[src/common/crfs_consts.vh]
// constants for the core regulator fault supervisor
// assumes a 250 MHz system clock and byte register offsets
`ifndef CRFS_CONSTS_VH
`define CRFS_CONSTS_VH

// register byte offsets
`define CRFS_REG_CTRL 4'h0
`define CRFS_REG_STATUS 4'h4
`define CRFS_REG_CODE 4'h8
`define CRFS_REG_MEAN 4'hC

// control register fields and reset value
`define CRFS_CTRL_SLEEP_SINGLE 0
`define CRFS_CTRL_FORCE_SINGLE 1
`define CRFS_CTRL_RESET 2'h1

// status register field positions
`define CRFS_ST_STATE_LSB 0
`define CRFS_ST_EXCESS 4
`define CRFS_ST_LOWV 5
`define CRFS_ST_OVERCUR 6
`define CRFS_ST_BOOT 7

// clock in MHz and switching frequency in kHz
`define CRFS_CLK_MHZ 250
`define CRFS_FSW_KHZ 250
// clock cycles per switching period
`define CRFS_PHASE_DIV ((`CRFS_CLK_MHZ * 1000) / `CRFS_FSW_KHZ)

// switching periods before supply ok is released
`define CRFS_PG_DELAY_TICKS 3072
// consecutive low-voltage periods tolerated
`define CRFS_LOWV_TICKS 32
// overcurrent persistence count that trips
`define CRFS_OC_TRIP 32
// periods the supply ok line is held low after a change
`define CRFS_BLANK_TICKS 8

// operating modes
`define CRFS_MODE_ACTIVE 2'h0
`define CRFS_MODE_DEEP 2'h1
`define CRFS_MODE_DEEPER 2'h2

`endif

[src/core/crfs_supervisor.v]
// core regulator fault supervisor: start-up handshake, fault latches,
// two-phase interleaved modulation and off-time current sampling
// assumes comparator results and current samples come from analog
// blocks; the shared supply ok line is resolved outside from oe
//
// Operation
// wait for companions releasing shared line
// sink current detected starts delay timer
// capture target code, leave boot voltage
// delay lasts 3072 switching periods
// supply ok stays low until expiry
// suppress supply ok on code/mode change
// pull own line low when out of window
// above 112 percent: latch, low-side on
// latched and below 102: all gates off
// cycle low-side on and off hysteretically
// excess latch cleared by reset only
// excess threshold follows active mode setpoint
// low threshold 84 percent of mode setpoint
// low over 32 periods latches off
// low latch cleared by enable toggle
// average only active channels' current
// over threshold enables persistence counter
// 32 counts over threshold latches off
// returning under threshold keeps running
// sample current only in off-time
// two ramps run out of phase
// reference from 6 bit target code
// mode decoded from two sleep inputs
// excess or low voltage drops supply ok
// comparators synchronised, reset clears state; boot_reached_i is used unsynchronised
// up/down counter trips at 32
`include "crfs_consts.vh"

module crfs_supervisor #(
   parameter [15:0] PHASE_DIV = `CRFS_PHASE_DIV,
   parameter [11:0] PG_DELAY = `CRFS_PG_DELAY_TICKS,
   parameter CUR_W = 8
) (
   input wire clk_i,
   input wire rst_b_i,
   // register port
   input wire [3:0] reg_addr_i,
   input wire [31:0] reg_wdata_i,
   input wire reg_we_i,
   input wire reg_re_i,
   output reg [31:0] reg_rdata_o,
   // enable pin and mode pins
   input wire enable_i,
   input wire deep_sleep_enable_n_i,
   input wire deeper_sleep_select_i,
   input wire [5:0] target_voltage_code_i,
   // comparators against the mode setpoint
   input wire boot_reached_i,
   input wire excess_cmp_i,
   input wire below_102_cmp_i,
   input wire low_voltage_cmp_i,
   // supply ok pin: sink current detect and line drive
   input wire supply_ok_sink_i,
   input wire supply_ok_pin_i,
   output reg supply_ok_pin_o,
   output reg supply_ok_pin_oe_o,
   // error amplifier duty and current samples
   input wire [15:0] duty_i,
   input wire [CUR_W-1:0] phase_current_sample_0_i,
   input wire [CUR_W-1:0] phase_current_sample_1_i,
   input wire [CUR_W-1:0] overcurrent_threshold_source_i,
   // gate drive and reference outputs
   output reg [1:0] pwm_o,
   output reg lowside_on_o,
   output reg gates_off_o,
   output reg [1:0] sample_en_o,
   output reg [1:0] mode_o,
   output reg [5:0] target_voltage_code_o,
   output reg use_boot_o
);

   // start-up states
   localparam [2:0] S_OFF = 3'd0;
   localparam [2:0] S_BOOT = 3'd1;
   localparam [2:0] S_WAIT = 3'd2;
   localparam [2:0] S_DELAY = 3'd3;
   localparam [2:0] S_GOOD = 3'd4;
   localparam [2:0] S_LATCH = 3'd5;
   localparam [15:0] HALF = PHASE_DIV >> 1;
   // suppression length, held at the width of its counter
   localparam [3:0] BLANK = `CRFS_BLANK_TICKS;

   // mode decode of the two sleep pins
   function [1:0] crfs_mode;
      input n_deep;
      input deeper;
      begin
         if (!n_deep && deeper) begin
            crfs_mode = `CRFS_MODE_DEEPER;
         end else if (!n_deep) begin
            crfs_mode = `CRFS_MODE_DEEP;
         end else begin
            crfs_mode = `CRFS_MODE_ACTIVE;
         end
      end
   endfunction

   // mean of the active channel samples
   function [CUR_W-1:0] crfs_mean;
      input [CUR_W-1:0] a;
      input [CUR_W-1:0] b;
      input two;
      reg [CUR_W:0] sum;
      begin
         sum = {1'b0, a} + {1'b0, b};
         crfs_mean = two ? sum[CUR_W:1] : a;
      end
   endfunction

   // synchroniser stages for comparator inputs
   reg [4:0] sync1_q; // first stage, read only by second
   reg [4:0] sync2_q; // usable comparator levels
   wire en_s = sync2_q[0];
   wire excess_s = sync2_q[1];
   wire b102_s = sync2_q[2];
   wire lowv_s = sync2_q[3];
   wire sink_s = sync2_q[4];

   // phase divider and ramps
   reg [15:0] ramp_q; // channel 0 ramp
   wire tick = (ramp_q == PHASE_DIV - 16'h0001);
   wire [15:0] ramp1; // channel 1 ramp, half a period later

   // control and state registers
   reg [1:0] ctrl_q; // software channel options
   reg [2:0] state_q;
   reg [11:0] timer_q; // supply ok delay timer
   reg [5:0] code_q; // captured target code
   reg captured_q; // boot voltage left
   reg excess_q; // excess voltage latch
   reg lowside_q; // low-side on within excess cycling
   reg lowv_lat_q; // low voltage shutdown latch
   reg oc_lat_q; // overcurrent shutdown latch
   reg [5:0] lowv_cnt_q; // consecutive low periods
   reg [5:0] oc_cnt_q; // up/down persistence count
   reg [3:0] blank_q; // suppression periods left
   reg [5:0] last_code_q; // code seen last cycle
   reg [1:0] last_mode_q; // mode seen last cycle
   reg [CUR_W-1:0] samp0_q;
   reg [CUR_W-1:0] samp1_q;
   reg [CUR_W-1:0] mean_q;

   wire [1:0] mode = crfs_mode(deep_sleep_enable_n_i,
      deeper_sleep_select_i);
   wire two_ch = !ctrl_q[`CRFS_CTRL_FORCE_SINGLE] &&
      !(ctrl_q[`CRFS_CTRL_SLEEP_SINGLE] &&
      mode != `CRFS_MODE_ACTIVE);
   wire [1:0] pwm_raw;
   wire latched_off = lowv_lat_q | oc_lat_q;
   wire over = mean_q > overcurrent_threshold_source_i;
   wire change = (target_voltage_code_i != last_code_q) ||
      (mode != last_mode_q);

   // second ramp offset by half a period
   assign ramp1 = (ramp_q >= HALF) ? ramp_q - HALF : ramp_q + HALF;
   assign pwm_raw[0] = ramp_q < duty_i;
   assign pwm_raw[1] = two_ch && (ramp1 < duty_i);

   // comparator synchroniser
   always @(posedge clk_i or negedge rst_b_i) begin
      if (!rst_b_i) begin
         sync1_q <= 5'h00;
         sync2_q <= 5'h00;
      end else begin
         sync1_q <= {supply_ok_sink_i, low_voltage_cmp_i,
            below_102_cmp_i, excess_cmp_i, enable_i};
         sync2_q <= sync1_q;
      end
   end

   // phase divider: ticks once per switching period
   always @(posedge clk_i or negedge rst_b_i) begin
      if (!rst_b_i) begin
         ramp_q <= 16'h0000;
      end else if (tick) begin
         ramp_q <= 16'h0000;
      end else begin
         ramp_q <= ramp_q + 16'h0001;
      end
   end

   // start-up sequence and shutdown latch state
   always @(posedge clk_i or negedge rst_b_i) begin
      if (!rst_b_i) begin
         state_q <= S_OFF;
         timer_q <= 12'h000;
         code_q <= 6'h00;
         captured_q <= 1'b0;
      end else if (!en_s) begin
         // enable low restarts and clears shutdown
         state_q <= S_OFF;
         captured_q <= 1'b0;
         timer_q <= 12'h000;
      end else begin
         case (state_q)
            S_OFF: begin
               state_q <= S_BOOT;
            end
            S_BOOT: begin
               // regulate at boot voltage until reached
               if (boot_reached_i) begin
                  state_q <= S_WAIT;
               end
            end
            S_WAIT: begin
               // companions released line, sink current flows
               if (sink_s) begin
                  state_q <= S_DELAY;
                  timer_q <= 12'h000;
                  code_q <= target_voltage_code_i;
                  captured_q <= 1'b1;
               end
            end
            S_DELAY: begin
               if (tick) begin
                  if (timer_q == PG_DELAY - 12'h001) begin
                     state_q <= S_GOOD;
                  end else begin
                     timer_q <= timer_q + 12'h001;
                  end
               end
            end
            S_GOOD: begin
               // code follows the pins once regulating
               code_q <= target_voltage_code_i;
            end
            S_LATCH: begin
               state_q <= S_LATCH;
            end
            default: begin
               state_q <= S_OFF;
            end
         endcase
         if (latched_off) begin
            state_q <= S_LATCH;
         end
      end
   end

   // excess voltage latch, only reset clears it
   always @(posedge clk_i or negedge rst_b_i) begin
      if (!rst_b_i) begin
         excess_q <= 1'b0;
         lowside_q <= 1'b0;
      end else begin
         if (excess_s) begin
            excess_q <= 1'b1;
            lowside_q <= 1'b1;
         end else if (excess_q && b102_s) begin
            lowside_q <= 1'b0;
         end
      end
   end

   // low voltage persistence and latch
   always @(posedge clk_i or negedge rst_b_i) begin
      if (!rst_b_i) begin
         lowv_cnt_q <= 6'h00;
         lowv_lat_q <= 1'b0;
      end else if (!en_s) begin
         lowv_cnt_q <= 6'h00;
         lowv_lat_q <= 1'b0;
      end else if (state_q == S_GOOD || state_q == S_DELAY) begin
         if (!lowv_s) begin
            lowv_cnt_q <= 6'h00;
         end else if (tick) begin
            if (lowv_cnt_q == `CRFS_LOWV_TICKS) begin
               lowv_lat_q <= 1'b1;
            end else begin
               lowv_cnt_q <= lowv_cnt_q + 6'h01;
            end
         end
      end
   end

   // overcurrent up/down counter and latch
   always @(posedge clk_i or negedge rst_b_i) begin
      if (!rst_b_i) begin
         oc_cnt_q <= 6'h00;
         oc_lat_q <= 1'b0;
      end else if (!en_s) begin
         oc_cnt_q <= 6'h00;
         oc_lat_q <= 1'b0;
      end else if (tick) begin
         if (over) begin
            if (oc_cnt_q == `CRFS_OC_TRIP - 1) begin
               oc_lat_q <= 1'b1;
            end
            if (oc_cnt_q != `CRFS_OC_TRIP) begin
               oc_cnt_q <= oc_cnt_q + 6'h01;
            end
         end else if (oc_cnt_q != 6'h00) begin
            oc_cnt_q <= oc_cnt_q - 6'h01;
         end
      end
   end

   // off-time current sampling and averaging
   always @(posedge clk_i or negedge rst_b_i) begin
      if (!rst_b_i) begin
         samp0_q <= {CUR_W{1'b0}};
         samp1_q <= {CUR_W{1'b0}};
         mean_q <= {CUR_W{1'b0}};
      end else begin
         if (!pwm_raw[0]) begin
            samp0_q <= phase_current_sample_0_i;
         end
         if (two_ch && !pwm_raw[1]) begin
            samp1_q <= phase_current_sample_1_i;
         end
         mean_q <= crfs_mean(samp0_q, samp1_q, two_ch);
      end
   end

   // suppression window after code or mode change
   always @(posedge clk_i or negedge rst_b_i) begin
      if (!rst_b_i) begin
         blank_q <= 4'h0;
         last_code_q <= 6'h00;
         last_mode_q <= `CRFS_MODE_ACTIVE;
      end else begin
         last_code_q <= target_voltage_code_i;
         last_mode_q <= mode;
         if (change) begin
            blank_q <= BLANK;
         end else if (tick && blank_q != 4'h0) begin
            blank_q <= blank_q - 4'h1;
         end
      end
   end

   // registered pin, gate and reference outputs
   always @(posedge clk_i or negedge rst_b_i) begin
      if (!rst_b_i) begin
         supply_ok_pin_o <= 1'b0;
         supply_ok_pin_oe_o <= 1'b1;
         pwm_o <= 2'b00;
         lowside_on_o <= 1'b0;
         gates_off_o <= 1'b1;
         sample_en_o <= 2'b00;
         mode_o <= `CRFS_MODE_ACTIVE;
         target_voltage_code_o <= 6'h00;
         use_boot_o <= 1'b1;
      end else begin
         supply_ok_pin_o <= 1'b0;
         // pull low unless good, in window and not blanked
         // raw excess level too, so the line drops in the same cycle as the latch sets
         supply_ok_pin_oe_o <= (state_q != S_GOOD) || excess_q ||
            excess_s ||
            lowv_s || latched_off || change ||
            blank_q != 4'h0;
         mode_o <= mode;
         target_voltage_code_o <= code_q;
         use_boot_o <= !captured_q;
         if (excess_q || excess_s) begin
            // modulation held low while latch set
            pwm_o <= 2'b00;
            lowside_on_o <= excess_s || lowside_q;
            gates_off_o <= !(excess_s || lowside_q);
            sample_en_o <= 2'b00;
         end else if (state_q == S_OFF || state_q == S_LATCH) begin
            pwm_o <= 2'b00;
            lowside_on_o <= 1'b0;
            gates_off_o <= 1'b1;
            sample_en_o <= 2'b00;
         end else begin
            pwm_o <= pwm_raw;
            lowside_on_o <= 1'b0;
            gates_off_o <= 1'b0;
            sample_en_o <= {two_ch & ~pwm_raw[1], ~pwm_raw[0]};
         end
      end
   end

   // register writes
   always @(posedge clk_i or negedge rst_b_i) begin
      if (!rst_b_i) begin
         ctrl_q <= `CRFS_CTRL_RESET;
      end else if (reg_we_i && reg_addr_i == `CRFS_REG_CTRL) begin
         ctrl_q <= reg_wdata_i[1:0];
      end
   end

   // register reads, data one cycle after the strobe
   always @(posedge clk_i or negedge rst_b_i) begin
      if (!rst_b_i) begin
         reg_rdata_o <= 32'h0000_0000;
      end else if (reg_re_i) begin
         case (reg_addr_i)
            `CRFS_REG_CTRL: begin
               reg_rdata_o <= {30'h0000_0000, ctrl_q};
            end
            `CRFS_REG_STATUS: begin
               reg_rdata_o <= {24'h00_0000, !captured_q, oc_lat_q,
                  lowv_lat_q, excess_q, 1'b0, state_q};
            end
            `CRFS_REG_CODE: begin
               reg_rdata_o <= {26'h000_0000, code_q};
            end
            `CRFS_REG_MEAN: begin
               reg_rdata_o <= {{(32 - CUR_W){1'b0}}, mean_q};
            end
            default: begin
               reg_rdata_o <= 32'h0000_0000;
            end
         endcase
      end else begin
         reg_rdata_o <= 32'h0000_0000;
      end
   end

endmodule // crfs_supervisor

[config.mk]
export PLATFORM = sky130hd
export DESIGN_NAME = crfs_supervisor
export DESIGN_NICKNAME = d
export VERILOG_FILES = /design/src/core/crfs_supervisor.v
export VERILOG_INCLUDE_DIRS = /design/src /design/src/common
export SDC_FILE = /design/constraint.sdc
export NUM_CORES = 1
export LEC_CHECK = 0
export BUFFER_PORTS_ARGS = -buffer_cell sky130_fd_sc_hd__buf_4
export CAP_MARGIN = 15
export CORE_MARGIN = 3
export CORE_UTILIZATION = 35
export DETAILED_ROUTE_END_ITERATION = 10
export HOLD_SLACK_MARGIN = 0.12
export REMOVE_ABC_BUFFERS = 1
export SYNTH_ARGS = -nofsm -noshare
export SYNTH_HDL_FRONTEND = slang
export SYNTH_SLANG_ARGS = --single-unit
[constraint.sdc]
create_clock -name clk_i -period 5.4 [get_ports clk_i]
set_input_delay 1.08 -clock clk_i [delete_from_list [all_inputs] [get_ports clk_i]]
set_output_delay 1.08 -clock clk_i [all_outputs]
set_load 0.02 [all_outputs]
==> reports/metrics.csv, run 1 <==
metric,value,unit
gr usage total,14.8,%
Psw,0.000647,W
WL met1,7.62,mm
post-synthesis cell type count,67,
Worst Setup Start Kind,register,
register area share after synthesis,43.1,%
Max H-tree Level,4,
synthesized instance count,723,
Switching Share,26.2,%
die area,0.0223,sq mm
fmax,0.255,GHz
clock root buffer,clkbuf_16,
post-synthesis simple-gate area fraction,16.1,%
Main synth FF type,dfrtp_1,
fin crit share,72.5,%
Comb pwr share,13.0,%
DRC marker count from the first detailed-route iteration,271,
Sum Neg Setup Slack,0,ps
Critical Path AT,4210,ps
Mapped Avg Cell Area,9.96,sq um
crit path kind,register to register,
"leading cell type in the layout, fill and taps excluded",dfrtp_1,
number of global-route vias before repair,5316,
combinational family with the most area after synthesis,simple AND/OR/NAND/NOR gates,
Post-synth EDFFs,0,
Crit Path Max Fanout,13,
clk slew on worst S/H paths,60,ps
I/O pins,144,
CTS tree,done,
CTS sink cnt,124,
Crit. End Element,register,
Synth Area in Adders,10.5,%
post-cts hold buffer count,0,
Static Leak,4.05,nW
met3 wire len,746,um
number of remaining DRC errors,0,
Final Critical Period,3910,ps
initial antenna violation count,0,
final worst setup slack,1490,ps
Final ANT Viol Nets,0,
mux cell area share after synthesis,5.49,%
pre-CTS setup slack,1430,ps
Area Growth Syn to Fin,19.2,%
Hold WS,344,ps
vias per cell,4.90,
fin cells,1088,
Routability Congestion,0.843,
Top Layer Used,met4,
peak supply drop,0.000170,V
Die X-Extent,149,um
clock power share,44.4,%
Inst Count DP,1056,
TritonCTS Buffers,17,
first-pass GRT wire length,26.3,mm
skew final,7.69,ps
max-slew violations,0,
Flop pwr share,42.6,%
Initial Util,36.3,%
post_cts resized,0,
share of cells above drive strength 1,19.8,%
Power Internal,0.00182,W
routed wire length,15.8,mm
hold crit path type,register to register,
Core Area,0.0198,sq mm
detailed placement HPWL,12.1,mm
Pre-Repair DR Iteration Count,4,
Final Hold Vio Count,0,
# Max-Cap Violations,0,
status,"complete, no violations",
#FFs+latches synth,124,
Synth Area in XOR/XNOR,5.47,%
Worst-Skew Late Latency,420,ps
Worst EP required,5700,ps
diode count,0,
row count,51,
Avg WL per Cell,14.5,um
postcts setup bufs,0,
largest net degree at the start of global routing,62,
Final #Nets,964,
"Async S/R FF share, synth",100,%
RSZ-0062 raised after global routing,false,
global route total overflow,0,
met2 WL,7.27,mm
Worst Tran Pin Value,1010,ps
number of buffers added on ports,87,
Synth Cell Area,0.00720,sq mm
Vias,5330,
power density over cell area,287,mW/mm^2
count of final setup violators,0,
slew margin rel.,32.3,%
Max clock buf depth,2,
die height,149,um
Syn. warnings,0,
"commonest non-fill, non-tap cells in the layout","dfrtp_1, buf_4, nor2_1",
Compound-Gate Fraction of Synth Area,12.9,%
[cell families (layout without fill, tap and decap cells)]
group           count (synthesis)  count (layout)
other cells                     1              25
compound gates                143             143
simple gates                  224             224
flops                         124             124
xor+xnor                       45              45
buf+inv                        91             167
fa+ha+maj                      59              59
mux                            36              36
[final cells by class]
| type | count | area [sq um] |
|---|---|---|
| tap | 265 | 332 |
| clock inverter | 14 | 149 |
| sequential | 124 | 3110 |
| inverter | 45 | 169 |
| timing repair buffer | 90 | 676 |
| multi-input combinational | 532 | 3720 |
| clock buffer | 18 | 429 |
| fill | 1961 | 11300 |
[worst max-delay path, stage by stage (launching register included)]
cell      delay, ps
dfrtp_1         530
inv_1           150
ha_1            270
nor3_1          400
nor3_1          110
buf_4           200
nor2_1          220
a21oi_1          80
xnor2_1         130
ha_1            310
a21o_1          170
nand3_1          80
a21oi_1          70
a211oi_1        280
o211a_1         420
mux2_2          380
[path summary, 6_finish.rpt]
kind | cells after the start | endpoint | from | slack (ps)
max reg2reg | 15 | samp1_q[4] | ramp_q[2] | 1490
min in group asynchronous | 1 | timer_q[9] | rst_b_i | 750
max | 15 | samp1_q[4] | ramp_q[2] | 1490
max in group asynchronous | 2 | use_boot_o | rst_b_i | 3690
min reg2reg | 0 | sync2_q[4] | sync1_q[4] | 340
min | 0 | sync2_q[4] | sync1_q[4] | 340
[metal layers]
metal / up-vias / track usage (%)
met4: 0 / 3.75
met5: - / 0
met1: 2497 / 20.4
met2: 118 / 23.0
li1: 2699 / -
met3: 16 / 4.15
[cells in the mapped netlist, types with 5 or more instances]
cell type | instances | area (sq um)
mux2i_1 | 8 | 80.1
nor3_1 | 19 | 95.1
nor2b_1 | 10 | 62.6
a21o_1 | 10 | 75.1
nand4_1 | 18 | 113
a31oi_1 | 6 | 37.5
nand2_1 | 47 | 176
o21ai_0 | 43 | 215
mux2_2 | 28 | 315
o21a_1 | 10 | 75.1
clkbuf_1 | 9 | 33.8
a21oi_1 | 29 | 145
nand2b_1 | 6 | 37.5
ha_1 | 57 | 713
inv_1 | 44 | 165
dfrtp_1 | 120 | 3000
a211oi_1 | 5 | 37.5
nand3_1 | 20 | 100
and3_1 | 8 | 50.1
nor4_1 | 5 | 31.3
buf_4 | 25 | 188
buf_2 | 9 | 45.0
xor2_1 | 21 | 184
or3_1 | 8 | 50.1
xnor2_1 | 24 | 210
nor2_1 | 59 | 221
o31ai_1 | 11 | 82.6
[stage by stage]
step | cell area (sq um) | power (W) | util [%]
3_3_place_gp | 8010 | 0.00139 | 40.4
6_report | 8590 | 0.00247 | 43.3
2_1_floorplan | 7000 | 0.00124 | -
4_1_cts | 8590 | 0.00250 | 43.3
5_1_grt | 8590 | 0.00258 | 43.3
3_5_place_dp | 8010 | 0.00139 | 40.4
[flip-flops by register name, summed over array words and instances, names as in the netlist, 2 cells and up]
signal / count
ramp_q: 16
timer_q: 12
mean_q: 8
reg_rdata_o: 8
samp0_q: 8
samp1_q: 8
code_q: 6
last_code_q: 6
lowv_cnt_q: 6
oc_cnt_q: 6
target_voltage_code_o: 6
sync1_q: 5
sync2_q: 5
blank_q: 4
state_q: 3
ctrl_q: 2
mode_o: 2
pwm_o: 2
sample_en_o: 2
[power groups by stage]
stage | clock, W | sequential, W | combinational [W]
finish | 0.00110 | 0.00105 | 0.000322
global route | 0.00116 | 0.00106 | 0.000359
CTS | 0.00112 | 0.00105 | 0.000328
detailed placement | 0 | 0.00107 | 0.000327
global placement | 0 | 0.00107 | 0.000322
floorplan | 0 | 0.00108 | 0.000167
Note: power is estimated with default switching activity, not from simulation.
==> run 2: changes to the inputs <==
==> constraint.sdc (replaced) <==
create_clock -name clk_i -period 3.7 [get_ports clk_i]
set_input_delay 0.74 -clock clk_i [delete_from_list [all_inputs] [get_ports clk_i]]
set_output_delay 0.74 -clock clk_i [all_outputs]
set_load 0.02 [all_outputs]
==> run 2 against run 1 <==
  * Final cell count up 3.0%
  * Worst setup slack worse by 1200 ps
  * Critical path depth down 2
  * Largest cell class unchanged
  * Clock skew up 1.4 ps
  * Routed wire length up 2.7%
  * Register-to-register slack worse by 1200 ps
  * Clock-buffer cell count up 7
  * Flip-flop and latch count unchanged
  * Sequential power up 47%
  * First-iteration DRC count down 27%
  * Sequential share of layout area down 1.3 points
  * Via count up 3.4%
==> reports/metrics.csv, run 2 (synthesis results as in run 1) <==
metric,value,unit,change
Final ANT Viol Nets,0,,unchanged
hold path depth,0,,unchanged
die height,149,um,unchanged
count of final setup violators,0,,unchanged
max-slew violations,0,,unchanged
vias per cell,4.92,,was 4.90
final worst setup slack,236,ps,was 1490 ps
Switching Share,24.7,%,was 26.2%
diode count,0,,unchanged
Vias,5511,,"was 5,330"
row count,51,,unchanged
status,"complete, no violations",,unchanged
Max H-tree Level,4,,unchanged
R2R Path Start,ramp_q[6],,was ramp_q[2]
Avg WL per Cell,14.5,um,about the same
number of global-route vias before repair,5459,,"was 5,316"
fmax,0.289,GHz,was 0.255 GHz
Worst Setup Start Kind,register,,unchanged
Worst EP required,4000,ps,was 5700 ps
peak supply drop,0.000259,V,was 0.000170 V
RR Endpoint,samp1_q[3],,was samp1_q[4]
R2R setup slack,240,ps,was 1490 ps
skew final,9.13,ps,was 7.69 ps
share of cells above drive strength 1,22.7,%,was 19.8%
global route total overflow,0,,unchanged
power density over cell area,416,mW/mm^2,was 287 mW/mm^2
crit path kind,register to register,,unchanged
CTS sink cnt,124,,unchanged
Comb pwr share,12.9,%,was 13.0%
Final Hold Vio Count,0,,unchanged
Crit. End Element,register,,unchanged
number of buffers added on ports,87,,unchanged
Final #Nets,997,,was 964
Worst Reg-to-Reg Cells,13,,was 15
initial antenna violation count,0,,unchanged
Flop pwr share,41.5,%,was 42.6%
hold crit path type,register to register,,unchanged
CTS tree,done,,unchanged
post-cts hold buffer count,0,,unchanged
Crit Path Max Fanout,8,,was 13
detailed placement HPWL,12.4,mm,was 12.1 mm
Inst Count DP,1088,,"was 1,056"
Die X-Extent,149,um,unchanged
I/O pins,144,,unchanged
"commonest non-fill, non-tap cells in the layout","dfrtp_1, buf_4, nor2_1",,unchanged
RSZ-0062 raised after global routing,false,,unchanged
clock root buffer,clkbuf_16,,unchanged
clk slew on worst S/H paths,60,ps,about the same
slew margin rel.,52.2,%,was 32.3%
gr usage total,14.8,%,about the same
Routability Congestion,0.849,,was 0.843
Worst Tran Pin Value,717,ps,was 1010 ps
hold_sp,sync1_q[0],,was sync1_q[4]
# Max-Cap Violations,0,,unchanged
fill count,1932,,"was 1,961"
clock power share,45.6,%,was 44.4%
Power Internal,0.00279,W,was 0.00182 W
DRC marker count from the first detailed-route iteration,198,,was 271
Area Growth Syn to Fin,23.5,%,was 19.2%
Core Area,0.0198,sq mm,unchanged
Hold EP,sync2_q[0],,was sync2_q[4]
die area,0.0223,sq mm,unchanged
Tot Pwr,0.00370,W,was 0.00247 W
max reg flops,16,,unchanged
Initial Util,36.3,%,unchanged
first-pass GRT wire length,26.5,mm,was 26.3 mm
pre-CTS setup slack,-304,ps,was 1430 ps
Largest Register,ramp_q,,unchanged
Psw,0.000913,W,was 0.000647 W
Critical Path AT,3760,ps,was 4210 ps
number of remaining DRC errors,0,,unchanged
Max clock buf depth,2,,unchanged
Pre-Repair DR Iteration Count,4,,unchanged
Worst-Skew Late Latency,410,ps,was 420 ps
largest net degree at the start of global routing,55,,was 62
fin crit share,93.6,%,was 72.5%
Top Registers,"ramp_q: 16 flops, timer_q: 12 flops",,unchanged
routed wire length,16.3,mm,was 15.8 mm
TritonCTS Buffers,17,,unchanged
Static Leak,4.27,nW,was 4.05 nW
fin cells,1121,,"was 1,088"
Sum Neg Setup Slack,0,ps,unchanged
Final Critical Period,3460,ps,was 3910 ps
[run 2: cell count changes in the layout (fill, tap and decap cells not counted), moves of 3 or more]
cell	delta
buf_4	+30
clkinvlp_4	-7
clkbuf_1	+4
clkbuf_8	+3
[run 2: stage by stage]
stage	cell area [sq um]	hold WS, ps	util, %
after floorplan	7000	331	-
after global placement	8270	334	41.7
after detailed placement	8270	336	41.7
after CTS	8880	341	44.7
after global routing	8900	356	44.8
final	8900	337	44.8
[run 2: layer usage]
layer	wire length [um]	GRT usage (%)
met5	0	0
met4	89	3.57
met3	681	3.82
met2	7420	23.3
met1	8070	20.7
[run 2: area by class of cell]
class | count | area [sq um] | share of cell area [%]
clock inverter | 7 | 114 | 1.28
timing repair buffer | 122 | 941 | 10.6
clock buffer | 25 | 485 | 5.45
inverter | 45 | 169 | 1.90
tap | 265 | 332 | 3.73
sequential | 124 | 3110 | 34.9
multi-input combinational | 533 | 3750 | 42.1
[run 2: power groups by stage]
stage | Sequential (W) | Clock [W] | Combinational (W)
detailed placement | 0.00156 | 0 | 0.000480
global route | 0.00155 | 0.00179 | 0.000529
floorplan | 0.00157 | 0 | 0.000243
CTS | 0.00154 | 0.00172 | 0.000484
global placement | 0.00156 | 0 | 0.000475
finish | 0.00154 | 0.00169 | 0.000476
[run 2: worst max path at each step]
| stage | startpoint | end | slack [ps] |
|---|---|---|---|
| floorplan | ramp_q[11] | samp1_q[0] | -90 |
| global placement | ramp_q[12] | samp1_q[6] | -250 |
| detailed placement | ramp_q[12] | samp1_q[3] | -300 |
| CTS | ramp_q[12] | samp1_q[3] | 40 |
| global route | ramp_q[12] | samp1_q[2] | 50 |
| finish | ramp_q[6] | samp1_q[3] | 240 |
[run 2: repair_timing]
action / in CTS / in global routing
setup buffers: 0 / 0
pin swaps: 0 / 1
cloned: 0 / 1
endpoints found under the hold margin: 0 / 0
resized for setup: 1 / 3
setup endpoints to repair: 10 / 10
[run 2: critical path, stage by stage (launching register included)]
cell	delay (ps)
dfrtp_1	410
buf_4	180
or4_1	530
a311o_1	340
a21oi_1	170
xnor2_1	140
ha_1	270
a21o_1	170
nand3_1	80
a21oi_1	60
a211oi_1	320
o211a_1	230
buf_12	130
mux2_2	320
